File: config.mk
export PLATFORM = sky130hd
export DESIGN_NAME = osrg_top
export DESIGN_NICKNAME = d
export VERILOG_FILES = /design/src/rtl/osrg_pkg.sv /design/src/rtl/osrg_grp_if.sv /design/src/rtl/osrg_top.sv /design/src/rtl/osrg_chan.sv /design/src/rtl/osrg_group.sv
export SDC_FILE = /design/constraint.sdc
export NUM_CORES = 1
export LEC_CHECK = 0
export BUFFER_PORTS_ARGS = -buffer_cell sky130_fd_sc_hd__buf_2
export CORE_UTILIZATION = 40
export CTS_CLUSTER_SIZE = 24
export DETAILED_ROUTE_END_ITERATION = 8
export PLACE_DENSITY_LB_ADDON = 0.05
export SLEW_MARGIN = 20
export SYNTH_ARGS = -nofsm -noshare
export SYNTH_HDL_FRONTEND = slang
export SYNTH_SLANG_ARGS = --single-unit
File: constraint.sdc
create_clock -name clk_i -period 1.4 [get_ports clk_i]
set_input_delay 0.07 -clock clk_i [delete_from_list [all_inputs] [get_ports clk_i]]
set_output_delay 0.07 -clock clk_i [all_outputs]
set_load 0.01 [all_outputs]
File: src/rtl/osrg_pkg.sv
package osrg_pkg;
  localparam int REG_W = 16;
  localparam int NUM_CHAN = 2;
  localparam int OP_CAL_BIT = 0;
  localparam int OP_TEST_BIT = 1;
  localparam int OP_INIT_BIT = 3;
  localparam int OP_WAIT_BIT = 5;
  localparam int OP_CFG_BIT = 8;
  localparam int OP_LOCK_BIT = 10;
  localparam int OP_ERR_BIT = 13;
  localparam int Q_OVLD_BIT = 0;
  localparam int Q_UNLOCK_BIT = 5;
  localparam int Q_CALERR_BIT = 8;
  localparam int Q_EXTREF_BIT = 9;
  localparam logic [REG_W-1:0] OP_MASK = 16'h257b;
  localparam logic [REG_W-1:0] QUES_MASK = 16'h0323;
  localparam logic [REG_W-1:0] REG_RESET = 16'h0000;
  typedef enum logic [3:0] {
    OSRG_CMD_NOP,
    OSRG_RD_OP_COND,
    OSRG_RD_OP_EVT,
    OSRG_RD_OP_EN,
    OSRG_WR_OP_EN,
    OSRG_RD_Q_COND,
    OSRG_RD_Q_EVT,
    OSRG_RD_Q_EN,
    OSRG_WR_Q_EN,
    OSRG_PRESET,
    OSRG_CLR_STATUS
  } osrg_cmd_t;
  typedef enum logic [1:0] {
    OSRG_CH_IDLE,
    OSRG_CH_WAIT,
    OSRG_CH_RUN
  } osrg_chan_state_t;
endpackage

File: src/rtl/osrg_grp_if.sv
interface osrg_grp_if;
  logic [osrg_pkg::REG_W-1:0] cond;
  logic [osrg_pkg::REG_W-1:0] pulse;
  logic rd_evt;
  logic clr;
  logic wr_en;
  logic preset;
  logic [osrg_pkg::REG_W-1:0] wdata;
  logic [osrg_pkg::REG_W-1:0] cond_rd;
  logic [osrg_pkg::REG_W-1:0] evt_q;
  logic [osrg_pkg::REG_W-1:0] en_q;
  logic [osrg_pkg::REG_W-1:0] set;
  logic summary;
  modport ctrl (output cond, pulse, rd_evt, clr, wr_en, preset, wdata,
                input cond_rd, evt_q, en_q, set, summary);
  modport grp (input cond, pulse, rd_evt, clr, wr_en, preset, wdata,
               output cond_rd, evt_q, en_q, set, summary);
endinterface

File: src/rtl/osrg_top.sv
// Operation
// - condition bits show only what is present right now
// - every occurrence latches into its event bit
// - reading an event register returns it, then clears it
// - questionable enable register is writable and reads back
// - operation enable register is writable and reads back
// - preset clears both enable registers at once
// - operation condition and event read as weighted bit sums
// - questionable condition, event, enable read as weighted sums
// - operation bit 0 set while calibrating
// - operation bit 1 set while self-test runs
// - bits 3,4: channel initiated in single-shot, zero in continuous
// - bits 5,6: channel waiting for trigger, zero in continuous
// - bit 8 configuration change is event only, condition reads zero
// - bit 10 follows the remote lock
// - bit 13 follows any pending error
// - event bits hold until read or clear status; enables kept
// - questionable bits 0,1,5,8,9 carry their fault sources
// - enabled event bits form each group's summary output
module osrg_top (
  input logic clk_i,
  input logic reset_i,
  input logic ce_i,
  input logic calibrating_i,
  input logic self_test_i,
  input logic [osrg_pkg::NUM_CHAN-1:0] continuous_initiate_mode_i,
  input logic [osrg_pkg::NUM_CHAN-1:0] init_cmd_i,
  input logic [osrg_pkg::NUM_CHAN-1:0] trigger_i,
  input logic [osrg_pkg::NUM_CHAN-1:0] trig_count_done_i,
  input logic [osrg_pkg::NUM_CHAN-1:0] chan_busy_i,
  input logic config_changed_i,
  input logic lock_held_i,
  input logic error_pending_i,
  input logic [osrg_pkg::NUM_CHAN-1:0] volt_overload_i,
  input logic loop_unlocked_i,
  input logic cal_error_i,
  input logic ext_ref_i,
  input logic cmd_valid_i,
  input osrg_pkg::osrg_cmd_t cmd_op_i,
  input logic [osrg_pkg::REG_W-1:0] cmd_wdata_i,
  output logic rsp_valid_o,
  output logic [osrg_pkg::REG_W-1:0] rsp_data_o,
  output logic oper_summary_o,
  output logic ques_summary_o
);
  osrg_grp_if op_if ();
  osrg_grp_if q_if ();

  logic take;
  logic [osrg_pkg::NUM_CHAN-1:0] chan_init;
  logic [osrg_pkg::NUM_CHAN-1:0] chan_wait;
  logic [osrg_pkg::REG_W-1:0] op_cond;
  logic [osrg_pkg::REG_W-1:0] op_pulse;
  logic [osrg_pkg::REG_W-1:0] q_cond;
  logic [osrg_pkg::REG_W-1:0] rd_mux;
  logic [osrg_pkg::REG_W-1:0] rsp_data_q;
  logic rsp_valid_q;

  // commands only count while the clock enable is high
  assign take = cmd_valid_i && ce_i;

  generate
    for (genvar ch = 0; ch < osrg_pkg::NUM_CHAN; ch++)
    begin : g_chan
      osrg_chan u_chan (
        .clk_i(clk_i),
        .reset_i(reset_i),
        .ce_i(ce_i),
        .cont_mode_i(continuous_initiate_mode_i[ch]),
        .init_i(init_cmd_i[ch]),
        .trigger_i(trigger_i[ch]),
        .count_done_i(trig_count_done_i[ch]),
        .busy_i(chan_busy_i[ch]),
        .initiated_o(chan_init[ch]),
        .waiting_o(chan_wait[ch])
      );
    end
  endgenerate

  always_comb
  begin
    op_cond = osrg_pkg::REG_RESET;
    op_cond[osrg_pkg::OP_CAL_BIT] = calibrating_i;
    op_cond[osrg_pkg::OP_TEST_BIT] = self_test_i;
    op_cond[osrg_pkg::OP_INIT_BIT +: osrg_pkg::NUM_CHAN] = chan_init;
    op_cond[osrg_pkg::OP_WAIT_BIT +: osrg_pkg::NUM_CHAN] = chan_wait;
    op_cond[osrg_pkg::OP_LOCK_BIT] = lock_held_i;
    op_cond[osrg_pkg::OP_ERR_BIT] = error_pending_i;
  end

  always_comb
  begin
    // configuration change feeds the event side only
    op_pulse = osrg_pkg::REG_RESET;
    op_pulse[osrg_pkg::OP_CFG_BIT] = config_changed_i;
  end

  always_comb
  begin
    q_cond = osrg_pkg::REG_RESET;
    q_cond[osrg_pkg::Q_OVLD_BIT +: osrg_pkg::NUM_CHAN] = volt_overload_i;
    q_cond[osrg_pkg::Q_UNLOCK_BIT] = loop_unlocked_i;
    q_cond[osrg_pkg::Q_CALERR_BIT] = cal_error_i;
    q_cond[osrg_pkg::Q_EXTREF_BIT] = ext_ref_i;
  end

  assign op_if.cond = op_cond;
  assign op_if.pulse = op_pulse;
  assign q_if.cond = q_cond;
  assign q_if.pulse = osrg_pkg::REG_RESET;
  assign op_if.wdata = cmd_wdata_i;
  assign q_if.wdata = cmd_wdata_i;

  always_comb
  begin
    op_if.rd_evt = 1'b0;
    op_if.wr_en = 1'b0;
    op_if.preset = 1'b0;
    op_if.clr = 1'b0;
    q_if.rd_evt = 1'b0;
    q_if.wr_en = 1'b0;
    q_if.preset = 1'b0;
    q_if.clr = 1'b0;
    if (take)
    begin
      case (cmd_op_i)
        osrg_pkg::OSRG_RD_OP_EVT:
          op_if.rd_evt = 1'b1;
        osrg_pkg::OSRG_WR_OP_EN:
          op_if.wr_en = 1'b1;
        osrg_pkg::OSRG_RD_Q_EVT:
          q_if.rd_evt = 1'b1;
        osrg_pkg::OSRG_WR_Q_EN:
          q_if.wr_en = 1'b1;
        osrg_pkg::OSRG_PRESET:
        begin
          op_if.preset = 1'b1;
          q_if.preset = 1'b1;
        end
        osrg_pkg::OSRG_CLR_STATUS:
        begin
          op_if.clr = 1'b1;
          q_if.clr = 1'b1;
        end
        default:
        begin
          op_if.rd_evt = 1'b0;
        end
      endcase
    end
  end

  osrg_group #(
    .MASK(osrg_pkg::OP_MASK)
  ) u_op_grp (
    .clk_i(clk_i),
    .reset_i(reset_i),
    .ce_i(ce_i),
    .bus(op_if.grp)
  );

  osrg_group #(
    .MASK(osrg_pkg::QUES_MASK)
  ) u_q_grp (
    .clk_i(clk_i),
    .reset_i(reset_i),
    .ce_i(ce_i),
    .bus(q_if.grp)
  );

  // event reads sample the register in the same edge that clears it
  always_comb
  begin
    case (cmd_op_i)
      osrg_pkg::OSRG_RD_OP_COND:
        rd_mux = op_if.cond_rd;
      osrg_pkg::OSRG_RD_OP_EVT:
        rd_mux = op_if.evt_q;
      osrg_pkg::OSRG_RD_OP_EN:
        rd_mux = op_if.en_q;
      osrg_pkg::OSRG_RD_Q_COND:
        rd_mux = q_if.cond_rd;
      osrg_pkg::OSRG_RD_Q_EVT:
        rd_mux = q_if.evt_q;
      osrg_pkg::OSRG_RD_Q_EN:
        rd_mux = q_if.en_q;
      default:
        rd_mux = osrg_pkg::REG_RESET;
    endcase
  end

  always_ff @(posedge clk_i)
  begin
    if (reset_i)
      rsp_valid_q <= 1'b0;
    else if (ce_i)
      rsp_valid_q <= cmd_valid_i;
  end

  always_ff @(posedge clk_i)
  begin
    if (reset_i)
      rsp_data_q <= osrg_pkg::REG_RESET;
    else if (take)
      rsp_data_q <= rd_mux;
  end

  assign rsp_valid_o = rsp_valid_q;
  assign rsp_data_o = rsp_data_q;
  // summary is combinational so a masked-in event shows the same cycle
  assign oper_summary_o = op_if.summary;
  assign ques_summary_o = q_if.summary;
endmodule

File: src/rtl/osrg_chan.sv
module osrg_chan (
  input logic clk_i,
  input logic reset_i,
  input logic ce_i,
  input logic cont_mode_i,
  input logic init_i,
  input logic trigger_i,
  input logic count_done_i,
  input logic busy_i,
  output logic initiated_o,
  output logic waiting_o
);
  osrg_pkg::osrg_chan_state_t state_q;

  always_ff @(posedge clk_i)
  begin
    if (reset_i)
      state_q <= osrg_pkg::OSRG_CH_IDLE;
    else if (ce_i)
    begin
      case (state_q)
        osrg_pkg::OSRG_CH_IDLE:
          if (init_i && !cont_mode_i)
            state_q <= osrg_pkg::OSRG_CH_WAIT;
        osrg_pkg::OSRG_CH_WAIT:
          if (cont_mode_i)
            state_q <= osrg_pkg::OSRG_CH_IDLE;
          else if (trigger_i)
            state_q <= osrg_pkg::OSRG_CH_RUN;
        osrg_pkg::OSRG_CH_RUN:
          // more triggers still owed: back to waiting
          if (cont_mode_i || (!busy_i && count_done_i))
            state_q <= osrg_pkg::OSRG_CH_IDLE;
          else if (!busy_i)
            state_q <= osrg_pkg::OSRG_CH_WAIT;
        default:
          state_q <= osrg_pkg::OSRG_CH_IDLE;
      endcase
    end
  end

  assign initiated_o = !cont_mode_i && (state_q != osrg_pkg::OSRG_CH_IDLE);
  assign waiting_o = !cont_mode_i && (state_q == osrg_pkg::OSRG_CH_WAIT);
endmodule

File: src/rtl/osrg_group.sv
module osrg_group #(
  parameter logic [osrg_pkg::REG_W-1:0] MASK = 16'hffff
) (
  input logic clk_i,
  input logic reset_i,
  input logic ce_i,
  osrg_grp_if.grp bus
);
  logic [osrg_pkg::REG_W-1:0] prev_q;
  logic [osrg_pkg::REG_W-1:0] evt_q;
  logic [osrg_pkg::REG_W-1:0] evt_d;
  logic [osrg_pkg::REG_W-1:0] en_q;
  logic [osrg_pkg::REG_W-1:0] set;

  always_ff @(posedge clk_i)
  begin
    if (reset_i)
      prev_q <= osrg_pkg::REG_RESET;
    else if (ce_i)
      prev_q <= bus.cond;
  end

  assign set = ((bus.cond & ~prev_q) | bus.pulse) & MASK;

  always_comb
  begin
    evt_d = evt_q;
    if (bus.rd_evt || bus.clr)
      evt_d = osrg_pkg::REG_RESET;
    // set wins so a read never swallows a fresh occurrence
    evt_d = evt_d | set;
  end

  always_ff @(posedge clk_i)
  begin
    if (reset_i)
      evt_q <= osrg_pkg::REG_RESET;
    else if (ce_i)
      evt_q <= evt_d;
  end

  always_ff @(posedge clk_i)
  begin
    if (reset_i)
      en_q <= osrg_pkg::REG_RESET;
    else if (ce_i && bus.preset)
      en_q <= osrg_pkg::REG_RESET;
    else if (ce_i && bus.wr_en)
      en_q <= bus.wdata & MASK;
  end

  assign bus.cond_rd = bus.cond & MASK;
  assign bus.evt_q = evt_q;
  assign bus.en_q = en_q;
  assign bus.set = set;
  assign bus.summary = |(evt_q & en_q);
endmodule

### Word-level counts from Yosys, hierarchy flattened

Index checks and enable logic that the tools add are counted.

| word-level totals | value |
|---|---|
| word-level logic and storage cells | 95 |
| input bits | 44 |
| register bits | 80 |

| operators by class | value |
|---|---|
| muxes and demuxes | 27 |
| bitwise operators | 9 |
| reductions and logical operators | 29 |
| equality and inequality tests | 20 |

Operators by type and width:

| operator | number |
|---|---|
| 16-bit one-hot mux with 6 select lines | 1 |
| 16-bit two-way mux | 2 |
| 16-bit OR reduction | 2 |
| 2-bit two-way mux | 10 |
| 16-bit by 10-bit bitwise AND with 16-bit output | 1 |
| 16-bit by 14-bit bitwise AND with 16-bit output | 1 |
| 4-bit by 3-bit equality test with 1-bit output (second input constant) | 4 |
| 16-bit by 10-bit OR with 16-bit output | 1 |
| 16-bit by 14-bit OR with 16-bit output | 1 |
| 14-bit bitwise AND | 1 |
| 14-bit NOT | 1 |
| 14-bit by 9-bit OR with 14-bit output | 1 |
| 4-bit equality test (second input constant) | 3 |
| 1-bit logical AND | 12 |
| 1-bit two-way mux | 12 |
| 2-bit one-hot mux with 3 select lines | 2 |
| 10-bit bitwise AND | 1 |
| 10-bit NOT | 1 |
| 4-bit by 2-bit equality test with 1-bit output (second input constant) | 2 |
| 4-bit AND reduction | 2 |
| 3-bit by 2-bit inequality test with 1-bit output (second input constant) | 2 |
| 3-bit inequality test (second input constant) | 2 |
| 2-bit by 1-bit equality test with 1-bit output (second input constant) | 2 |
| 2-bit equality test (second input constant) | 2 |
| other kinds (7) | 16 |

### Depth between registers and ports, before layout

Gate-level depths: netlist (run 1).

| depth | value |
|---|---|
| depth in word-level cells | 6 |
| mapped depth | 6 |
| gate-level depth less buffers | 4 |

### By module

From an unflattened synthesis (run 1), not the netlist that was laid out.

| unflattened totals | value |
|---|---|
| cell total of the unflattened synthesis | 491 |
| area, all modules | 4122.7 um^2 |

By module, submodules not included:

| module | seq. area each (um^2) | area an instance (um^2) | times used | cells each |
|---|---|---|---|---|
| osrg_top | 340.3 | 1465.2 | 1 | 174 |
| osrg_group (u_op_grp) | 540.5 | 1416.4 | 1 | 170 |
| osrg_group (u_q_grp) | 300.3 | 988.4 | 1 | 115 |
| osrg_chan | 40.0 | 126.4 | 2 | 16 |

### Worst setup path before layout (run 1)

Ideal clock, no wire load.

| path | value |
|---|---|
| path type | input-to-reg |
| from | input port cmd_op_i[0] |
| to | register u_op_grp.evt_q (netlist bit u_op_grp.bus.evt_q[0]) |
| stages on the path | 6 |
| data required time | 1.272 ns |
| setup time | 0.128 ns |
| path buffers | 2 |
| path slack | 0.205 ns |
| data arrival time | 1.068 ns |
| cells stage by stage | buf_2 nand2b_4 or3_1 buf_2 a32oi_1 nor2_1 |

| on the way | value |
|---|---|
| longest elaborated chain between the ends | 6 |
| elaborated cells on any way between the ends | 9 |

RTL lines:

| what | RTL line | source |
|---|---|---|
| from (decl) | osrg_top.sv:39 | `input osrg_pkg::osrg_cmd_t cmd_op_i,` |
| 4-bit by 2-bit equality test with 1-bit output or 4-bit equality test (tied branches) | osrg_top.sv:126 | `case (cmd_op_i)` |
| 1-bit two-way mux | osrg_top.sv:126 |  |
| 1-bit two-way mux | osrg_top.sv:124 | `if (take)` |
| 1-bit logical OR * | osrg_group.sv:28 | `if (bus.rd_evt \|\| bus.clr)` |
| 16-bit two-way mux * | osrg_group.sv:28 |  |
| 16-bit by 14-bit OR with 16-bit output * | osrg_group.sv:31 | `evt_d = evt_d \| set;` |
| to (signal assigned) | osrg_group.sv:37 | `evt_q <= osrg_pkg::REG_RESET;` |
| to (signal assigned) | osrg_group.sv:39 | `evt_q <= evt_d;` |
| to (decl) | osrg_group.sv:10 | `logic [osrg_pkg::REG_W-1:0] evt_q;` |

Every way passes the cells marked *; elsewhere a longest branch is shown, timed or not.
A chain may end at the register's enable or synchronous reset.

### Worst setup path after layout (run 1)

| path | value |
|---|---|
| from | register u_op_grp.en_q (netlist bit u_op_grp.bus.en_q[13]) |
| to | output port oper_summary_o |

| on the way | value |
|---|---|
| longest elaborated chain between the ends | 2 |

RTL lines:

| what | RTL line | source |
|---|---|---|
| from (decl) | osrg_group.sv:12 | `logic [osrg_pkg::REG_W-1:0] en_q;` |
| from (signal assigned) | osrg_group.sv:45 | `en_q <= osrg_pkg::REG_RESET;` |
| from (signal assigned) | osrg_group.sv:47 | `en_q <= osrg_pkg::REG_RESET;` |
| from (signal assigned) | osrg_group.sv:49 | `en_q <= bus.wdata & MASK;` |
| 16-bit by 14-bit bitwise AND with 16-bit output | osrg_group.sv:56 | `assign bus.summary = \|(evt_q & en_q);` |
| 16-bit OR reduction | osrg_group.sv:56 |  |
| to (decl) | osrg_top.sv:43 | `output logic oper_summary_o,` |

No other way between the ends.

==> results.json, run 1 <==
{
  "drc_errors": 8,
  "yosysSeqAreaShare_pct": 41.8,
  "coreArea_um2": 6420,
  "ctsHtreeMaxLevel": 2,
  "fin_hold_ws_ns": 0.00424,
  "yosysWarnings": 0,
  "worstPathArrival_ns": 1.33,
  "path_delay_family": "compound AO/OA/AOI/OAI gates",
  "endpoint_kind": "primary output",
  "root_buffer": "clkbuf_8",
  "rsz0062_at_grt": "true",
  "gp_congestion": 0.777,
  "antenna_found_initial": 0,
  "critPathMaxStageDelay_ns": 0.34,
  "path_cells": "a22o_1 > a221oi_2 > nand3_1 > buf_2",
  "path_max_fanout": 3,
  "n_antenna_cell": 0,
  "p_leak_nw": 1.33,
  "post-route-util_pct": 49.5,
  "synthFlopType": "dfxtp_1",
  "first_global_vias": 2168,
  "grt_pass1_wl_um": 10900,
  "fin_nets": 391,
  "synth_cell_types": 51,
  "die_w_um": 83.9,
  "syn2layout_area_growth_pct": 18.5,
  "grt_max_degree": 36,
  "wl_per_cell_um": 15.5,
  "syn-instance-count": 288,
  "cts_tree": "done",
  "hold_viol": 0,
  "slew_viol_final": 0,
  "numCtsBuffers": 5,
  "yosys.area.top_type_share_pct": 41.8,
  "tns_ns": -0.00153,
  "drive_gt1_share_pct": 26.4,
  "worstSetupPathType": "register to primary output",
  "critPathLaunchType": "register",
  "postRouteWirelength_um": 6570,
  "clk_pin_slew_worst_paths_ns": 0.09,
  "vdd_drop_max_mv": 0.422,
  "antenna_left": 0,
  "synth_area_leaders": "dfxtp_1 42%, mux2i_1 13%, nor2_1 7.7%",
  "die_h_um": 83.9,
  "power.density_nw_per_um2": 933,
  "status": "finished with violations",
  "ios": 63,
  "cts_max_path_buffers": 2,
  "cp_data_required_time_ns": 1.33,
  "slew-limit-headroom_pct": 66.0,
  "grt_use_total_pct": 19.6,
  "synth_seq_cells": 56,
  "fin_crit_ns": 1.40,
  "synth_area_um2": 2680,
  "dpl.hpwl_um": 4840,
  "cts_sinks": 56,
  "hp-class": "primary input to register",
  "skew_ns": 0.00426,
  "fmax_ghz": 0.714,
  "fp.dieArea_um2": 7040,
  "drtPass1Iterations": 6,
  "period_share_pct": 100,
  "crit_buf_inv": 1,
  "avgSynthCellArea_um2": 9.31,
  "cp_slowest_cell": "dfxtp_2",
  "rows": 29,
  "drt-initial-drc-count": 110,
  "synth_edf_count": 0,
  "start_util_pct": 41.7,
  "yosys.area.top_type": "dfxtp_1",
  "maxCapViolations": 0,
  "postLayoutSetupSlackWorst_ns": -0.00153,
  "violations": "DRC, setup timing",
  "setup_viol": 1,
  "clock_latency_ns": 0.31,
  "grt_overflow_total": 0,
  "io_buffers": 50,
  "worst_slew_pin_slew_ns": 0.509,
  "synth_commonest_cells": "56 x dfxtp_1, 55 x nor2_1, 34 x mux2i_1",
  "via_per_inst": 5.32,
  "vias": 2261,
  "synth.most_common_cell": "dfxtp_1",
  "synth_async_sr_flop_share_pct": 0
}
registers in the layout, indices dropped and copies added (netlist names):
| signal | count |
|---|---|
| u_op_grp.bus.evt_q | 9 |
| u_q_grp.bus.en_q | 5 |
| u_op_grp.prev_q | 8 |
| g_chan.u_chan.state_q | 4 |
| u_q_grp.prev_q | 5 |
| rsp_valid_o | 1 |
| rsp_data_o | 10 |
| u_q_grp.bus.evt_q | 5 |
| u_op_grp.bus.en_q | 9 |
layout make-up:
cell class,count,area [µm²]
Clock buffer,6,82.6
Clock inverter,2,10.0
Fill cell,640,3240
Inverter,10,37.5
Multi-Input combinational cell,204,1410
Sequential cell,56,1120
Tap cell,77,96.3
Timing Repair Buffer,70,420
what timing repair did:
action | in CTS | in global routing
setup endpoints to repair | 2 | 2
hold buffers | 3 | 0
pin swaps | 2 | 3
gates cloned | 0 | 0
endpoints found under the hold margin | 3 | 0
setup buffers | 0 | 1
gates resized for setup | 2 | 2
cell families after synthesis:
family	after synthesis	share of synthesized area (%)
and+or+nand+nor	97	18.9
AOI/OAI and AO/OA	62	17.5
DFF	56	41.8
muxes	38	14.4
buffers and inverters	33	6.91
xor gates and xnor gates	1	0.327
other	1	0.140
where the power goes:
group          internal, mW  switching [mW]  leakage [nW]
clock                 0.396           0.510        0.0510
combinational         0.170           0.213         0.818
sequential             1.64          0.0371         0.457
total                  2.21           0.760          1.33
through the flow:
stage | worst slack, ns | total power, mW | cell area (µm²) | instances
after floorplan | 0.205 | 1.95 | 2700 | 293
after global placement | 0.0561 | 2.09 | 3050 | 414
after detailed placement | 0.0664 | 2.09 | 3050 | 414
after CTS | -0.0417 | 3.00 | 3180 | 425
after global routing | -0.0935 | 3.11 | 3180 | 425
final | -0.00153 | 2.97 | 3180 | 425
cell usage in the layout, fill, tap and decap left out, types with 6 or more instances in the layout:
cell and instances:
a21oi_1 16, a22o_1 8, a22oi_1 6, a32oi_1 11, buf_2 50, buf_4 16, clkbuf_8 6, conb_1 6
dfxtp_1 53, inv_1 10, mux2i_1 34, nand2_1 16, nor2_1 55
layer usage:
layer / wire, µm / vias up / track usage (%)
met4: 83 / 0 / 5.96
met2: 3110 / 44 / 32.6
met1: 3150 / 1071 / 25.8
li1: - / 1138 / -
met3: 222 / 8 / 3.76
met5: 0 / - / 0
final timing paths:
kind	startpoint	endpoint	slack (ns)	depth (start not counted)
worst max register to register	u_q_grp.bus.en_q[9]	rsp_data_o[9]	0.19	5
worst min-delay path	cmd_wdata_i[6]	u_op_grp.bus.en_q[6]	0.004	3
worst min register to register	rsp_data_o[9]	rsp_data_o[9]	0.46	2
worst max-delay path	u_op_grp.bus.en_q[13]	oper_summary_o	-0.002	4
worst register-to-register path: cells and delay by family (launching register included):
| family | cells | cell delay (ns) |
|---|---|---|
| AO/OA/AOI/OAI | 2 | 0.17 |
| AND/OR/NAND/NOR | 1 | 0.40 |
| flip-flops | 1 | 0.36 |
| multiplexers | 1 | 0.11 |
| buffers and inverters | 1 | 0.11 |
Note: power is estimated with default switching activity, not from simulation.
==> run 2, diff against run 1 <==
==> constraint.sdc (replaced) <==
create_clock -name clk_i -period 1.22 [get_ports clk_i]
set_input_delay 0.061 -clock clk_i [delete_from_list [all_inputs] [get_ports clk_i]]
set_output_delay 0.061 -clock clk_i [all_outputs]
set_load 0.01 [all_outputs]
==> run 2 against run 1 <==
The flow still finishes with violations (DRC, setup timing). Non-clock buffer count up 19. Global-route usage rose by 0.43 points. Clock skew increased by 0.0074 ns. Clock-buffer cell count unchanged. Via count increased by 2.7%. Worst setup slack lost 0.15 ns. Worst hold slack better by 0.0085 ns. Sequential share of layout area is 1.8 points lower. Register-to-register slack lost 0.11 ns. First-iteration DRC count decreased by 18%. Largest cell class unchanged. Largest power group unchanged.
==> results.json, run 2 (synthesis gave the netlist of run 1 again) <==
{
  "status": "finished with violations",
  "violations": "DRC, setup timing",
  "die_w_um": 83.9,
  "vdd_drop_max_mv": 0.574,
  "start_util_pct": 41.7,
  "fin_crit_ns": 1.37,
  "die_h_um": 83.9,
  "critPathMaxStageDelay_ns": 0.33,
  "setup_viol": 2,
  "final_common_cell": "nor2_1",
  "hp-start": "cmd_wdata_i[0]",
  "endpoint_kind": "primary output",
  "hp-class": "primary input to register",
  "n_antenna_cell": 0,
  "worst_r2r_path_depth": 4,
  "via_per_inst": 5.23,
  "drtPass1Iterations": 6,
  "worstReg2RegEnd": "rsp_data_o[9]",
  "worstSetupPathType": "register to primary output",
  "fmax_ghz": 0.731,
  "grt_overflow_total": 0,
  "postRouteWirelength_um": 6690,
  "path_delay_family": "compound AO/OA/AOI/OAI gates",
  "skew_ns": 0.0117,
  "slew_viol_final": 0,
  "timing.rr.start": "u_q_grp.bus.en_q[9]",
  "ctsHtreeMaxLevel": 2,
  "p_leak_nw": 1.43,
  "fin_nets": 410,
  "antenna_left": 0,
  "fill_cells": 635,
  "hold_viol": 0,
  "dpl.hpwl_um": 4920,
  "drt-initial-drc-count": 90,
  "rsz0062_at_grt": "true",
  "syn2layout_area_growth_pct": 25.4,
  "layout_common_cells": "55 x nor2_1, 50 x dfxtp_1, 50 x buf_2",
  "clock_latency_ns": 0.31,
  "coreArea_um2": 6420,
  "clk_pin_slew_worst_paths_ns": 0.10,
  "path_max_fanout": 2,
  "grt_max_degree": 36,
  "root_buffer": "clkbuf_8",
  "worstPathArrival_ns": 1.31,
  "maxCapViolations": 0,
  "cp_data_required_time_ns": 1.16,
  "rows": 29,
  "design_area_um2": 3360,
  "finalPower_mw": 3.62,
  "placed_area_um2": 3160,
  "cts_max_path_buffers": 2,
  "power.density_nw_per_um2": 1080,
  "crit_buf_inv": 1,
  "preCtsSetupSlack_ns": -0.109,
  "ios": 63,
  "numCtsBuffers": 5,
  "path_cells": "a22o_1 > a221oi_2 > nand3_1 > buf_2",
  "hold_depth": 3,
  "grt_use_total_pct": 20.1,
  "gp_congestion": 0.770,
  "reg2reg_slack_ns": 0.08,
  "vias": 2321,
  "cts_tree": "done",
  "cp_slowest_cell": "dfxtp_2",
  "drc_errors": 8,
  "io_buffers": 50,
  "wl_per_cell_um": 15.1,
  "cts_sinks": 56,
  "first_global_vias": 2195,
  "hold_path_end": "u_q_grp.bus.en_q[0]",
  "antenna_found_initial": 0,
  "postLayoutSetupSlackWorst_ns": -0.148,
  "grt_pass1_wl_um": 11000,
  "period_share_pct": 112,
  "critPathLaunchType": "register",
  "largest_reg_flops": 10,
  "fp.dieArea_um2": 7040,
  "drive_gt1_share_pct": 30.2
}
[run 2: cell type report]
type | instances | area (µm²) | share of cell area, %
clock buffers | 6 | 72.6 | 2.16
clock inverters | 2 | 35.0 | 1.04
inverters | 10 | 37.5 | 1.12
multi-input cells | 204 | 1410 | 41.9
flip-flops and latches | 56 | 1130 | 33.6
well taps | 77 | 96.3 | 2.86
repair buffers | 89 | 583 | 17.3
[run 2: power by group]
group / internal (mW) / switching, mW / leakage (nW)
clock: 0.611 / 0.592 / 0.0552
sequential: 1.88 / 0.0412 / 0.458
combinational: 0.235 / 0.256 / 0.915
total: 2.73 / 0.889 / 1.43
[run 2: worst reg2reg max path: cells and delay by family (launching register included)]
family	cells	cell delay [ns]
and+or+nand+nor	1	0.42
DFF	1	0.36
AOI/OAI and AO/OA	2	0.17
muxes	1	0.13
[run 2: how the worst max path moves through the flow]
stage                           startpoint                     to  slack [ns]  depth (start not counted)
floorplan                      cmd_op_i[0]  u_op_grp.bus.evt_q[0]        0.03                          6
global placement               cmd_op_i[1]   u_op_grp.bus.en_q[1]       -0.11                          6
detailed placement             cmd_op_i[1]   u_op_grp.bus.en_q[6]       -0.11                          6
CTS                 u_op_grp.bus.evt_q[13]         oper_summary_o       -0.15                          4
global route        u_op_grp.bus.evt_q[13]         oper_summary_o       -0.24                          4
finish              u_op_grp.bus.evt_q[13]         oper_summary_o       -0.15                          4
[run 2: what timing repair did]
item                       4_1_cts  5_1_grt
resized for setup                5        3
setup endpoints to repair        2        3
setup buffers                    2        1
pin swaps                        3        3
hold buffers                     6        0
hold endpoints to repair         6        0
[run 2: layer usage]
layer  GRT usage, %  share of wire, %
met1           25.6                47
met2           34.6                50
met3           3.76               3.1
met4           5.64              0.63
met5              0                 0
[run 2: metrics by stage]
stage	std cells	setup TNS, ns	hold slack (ns)	utilization [%]
CTS	443	-0.232	0.00378	52.2
global route	444	-0.379	0.00533	52.4
floorplan	293	0	0.208	-
global placement	427	-1.23	0.299	49.1
finish	444	-0.227	0.0127	52.4
detailed placement	427	-1.16	0.303	49.1
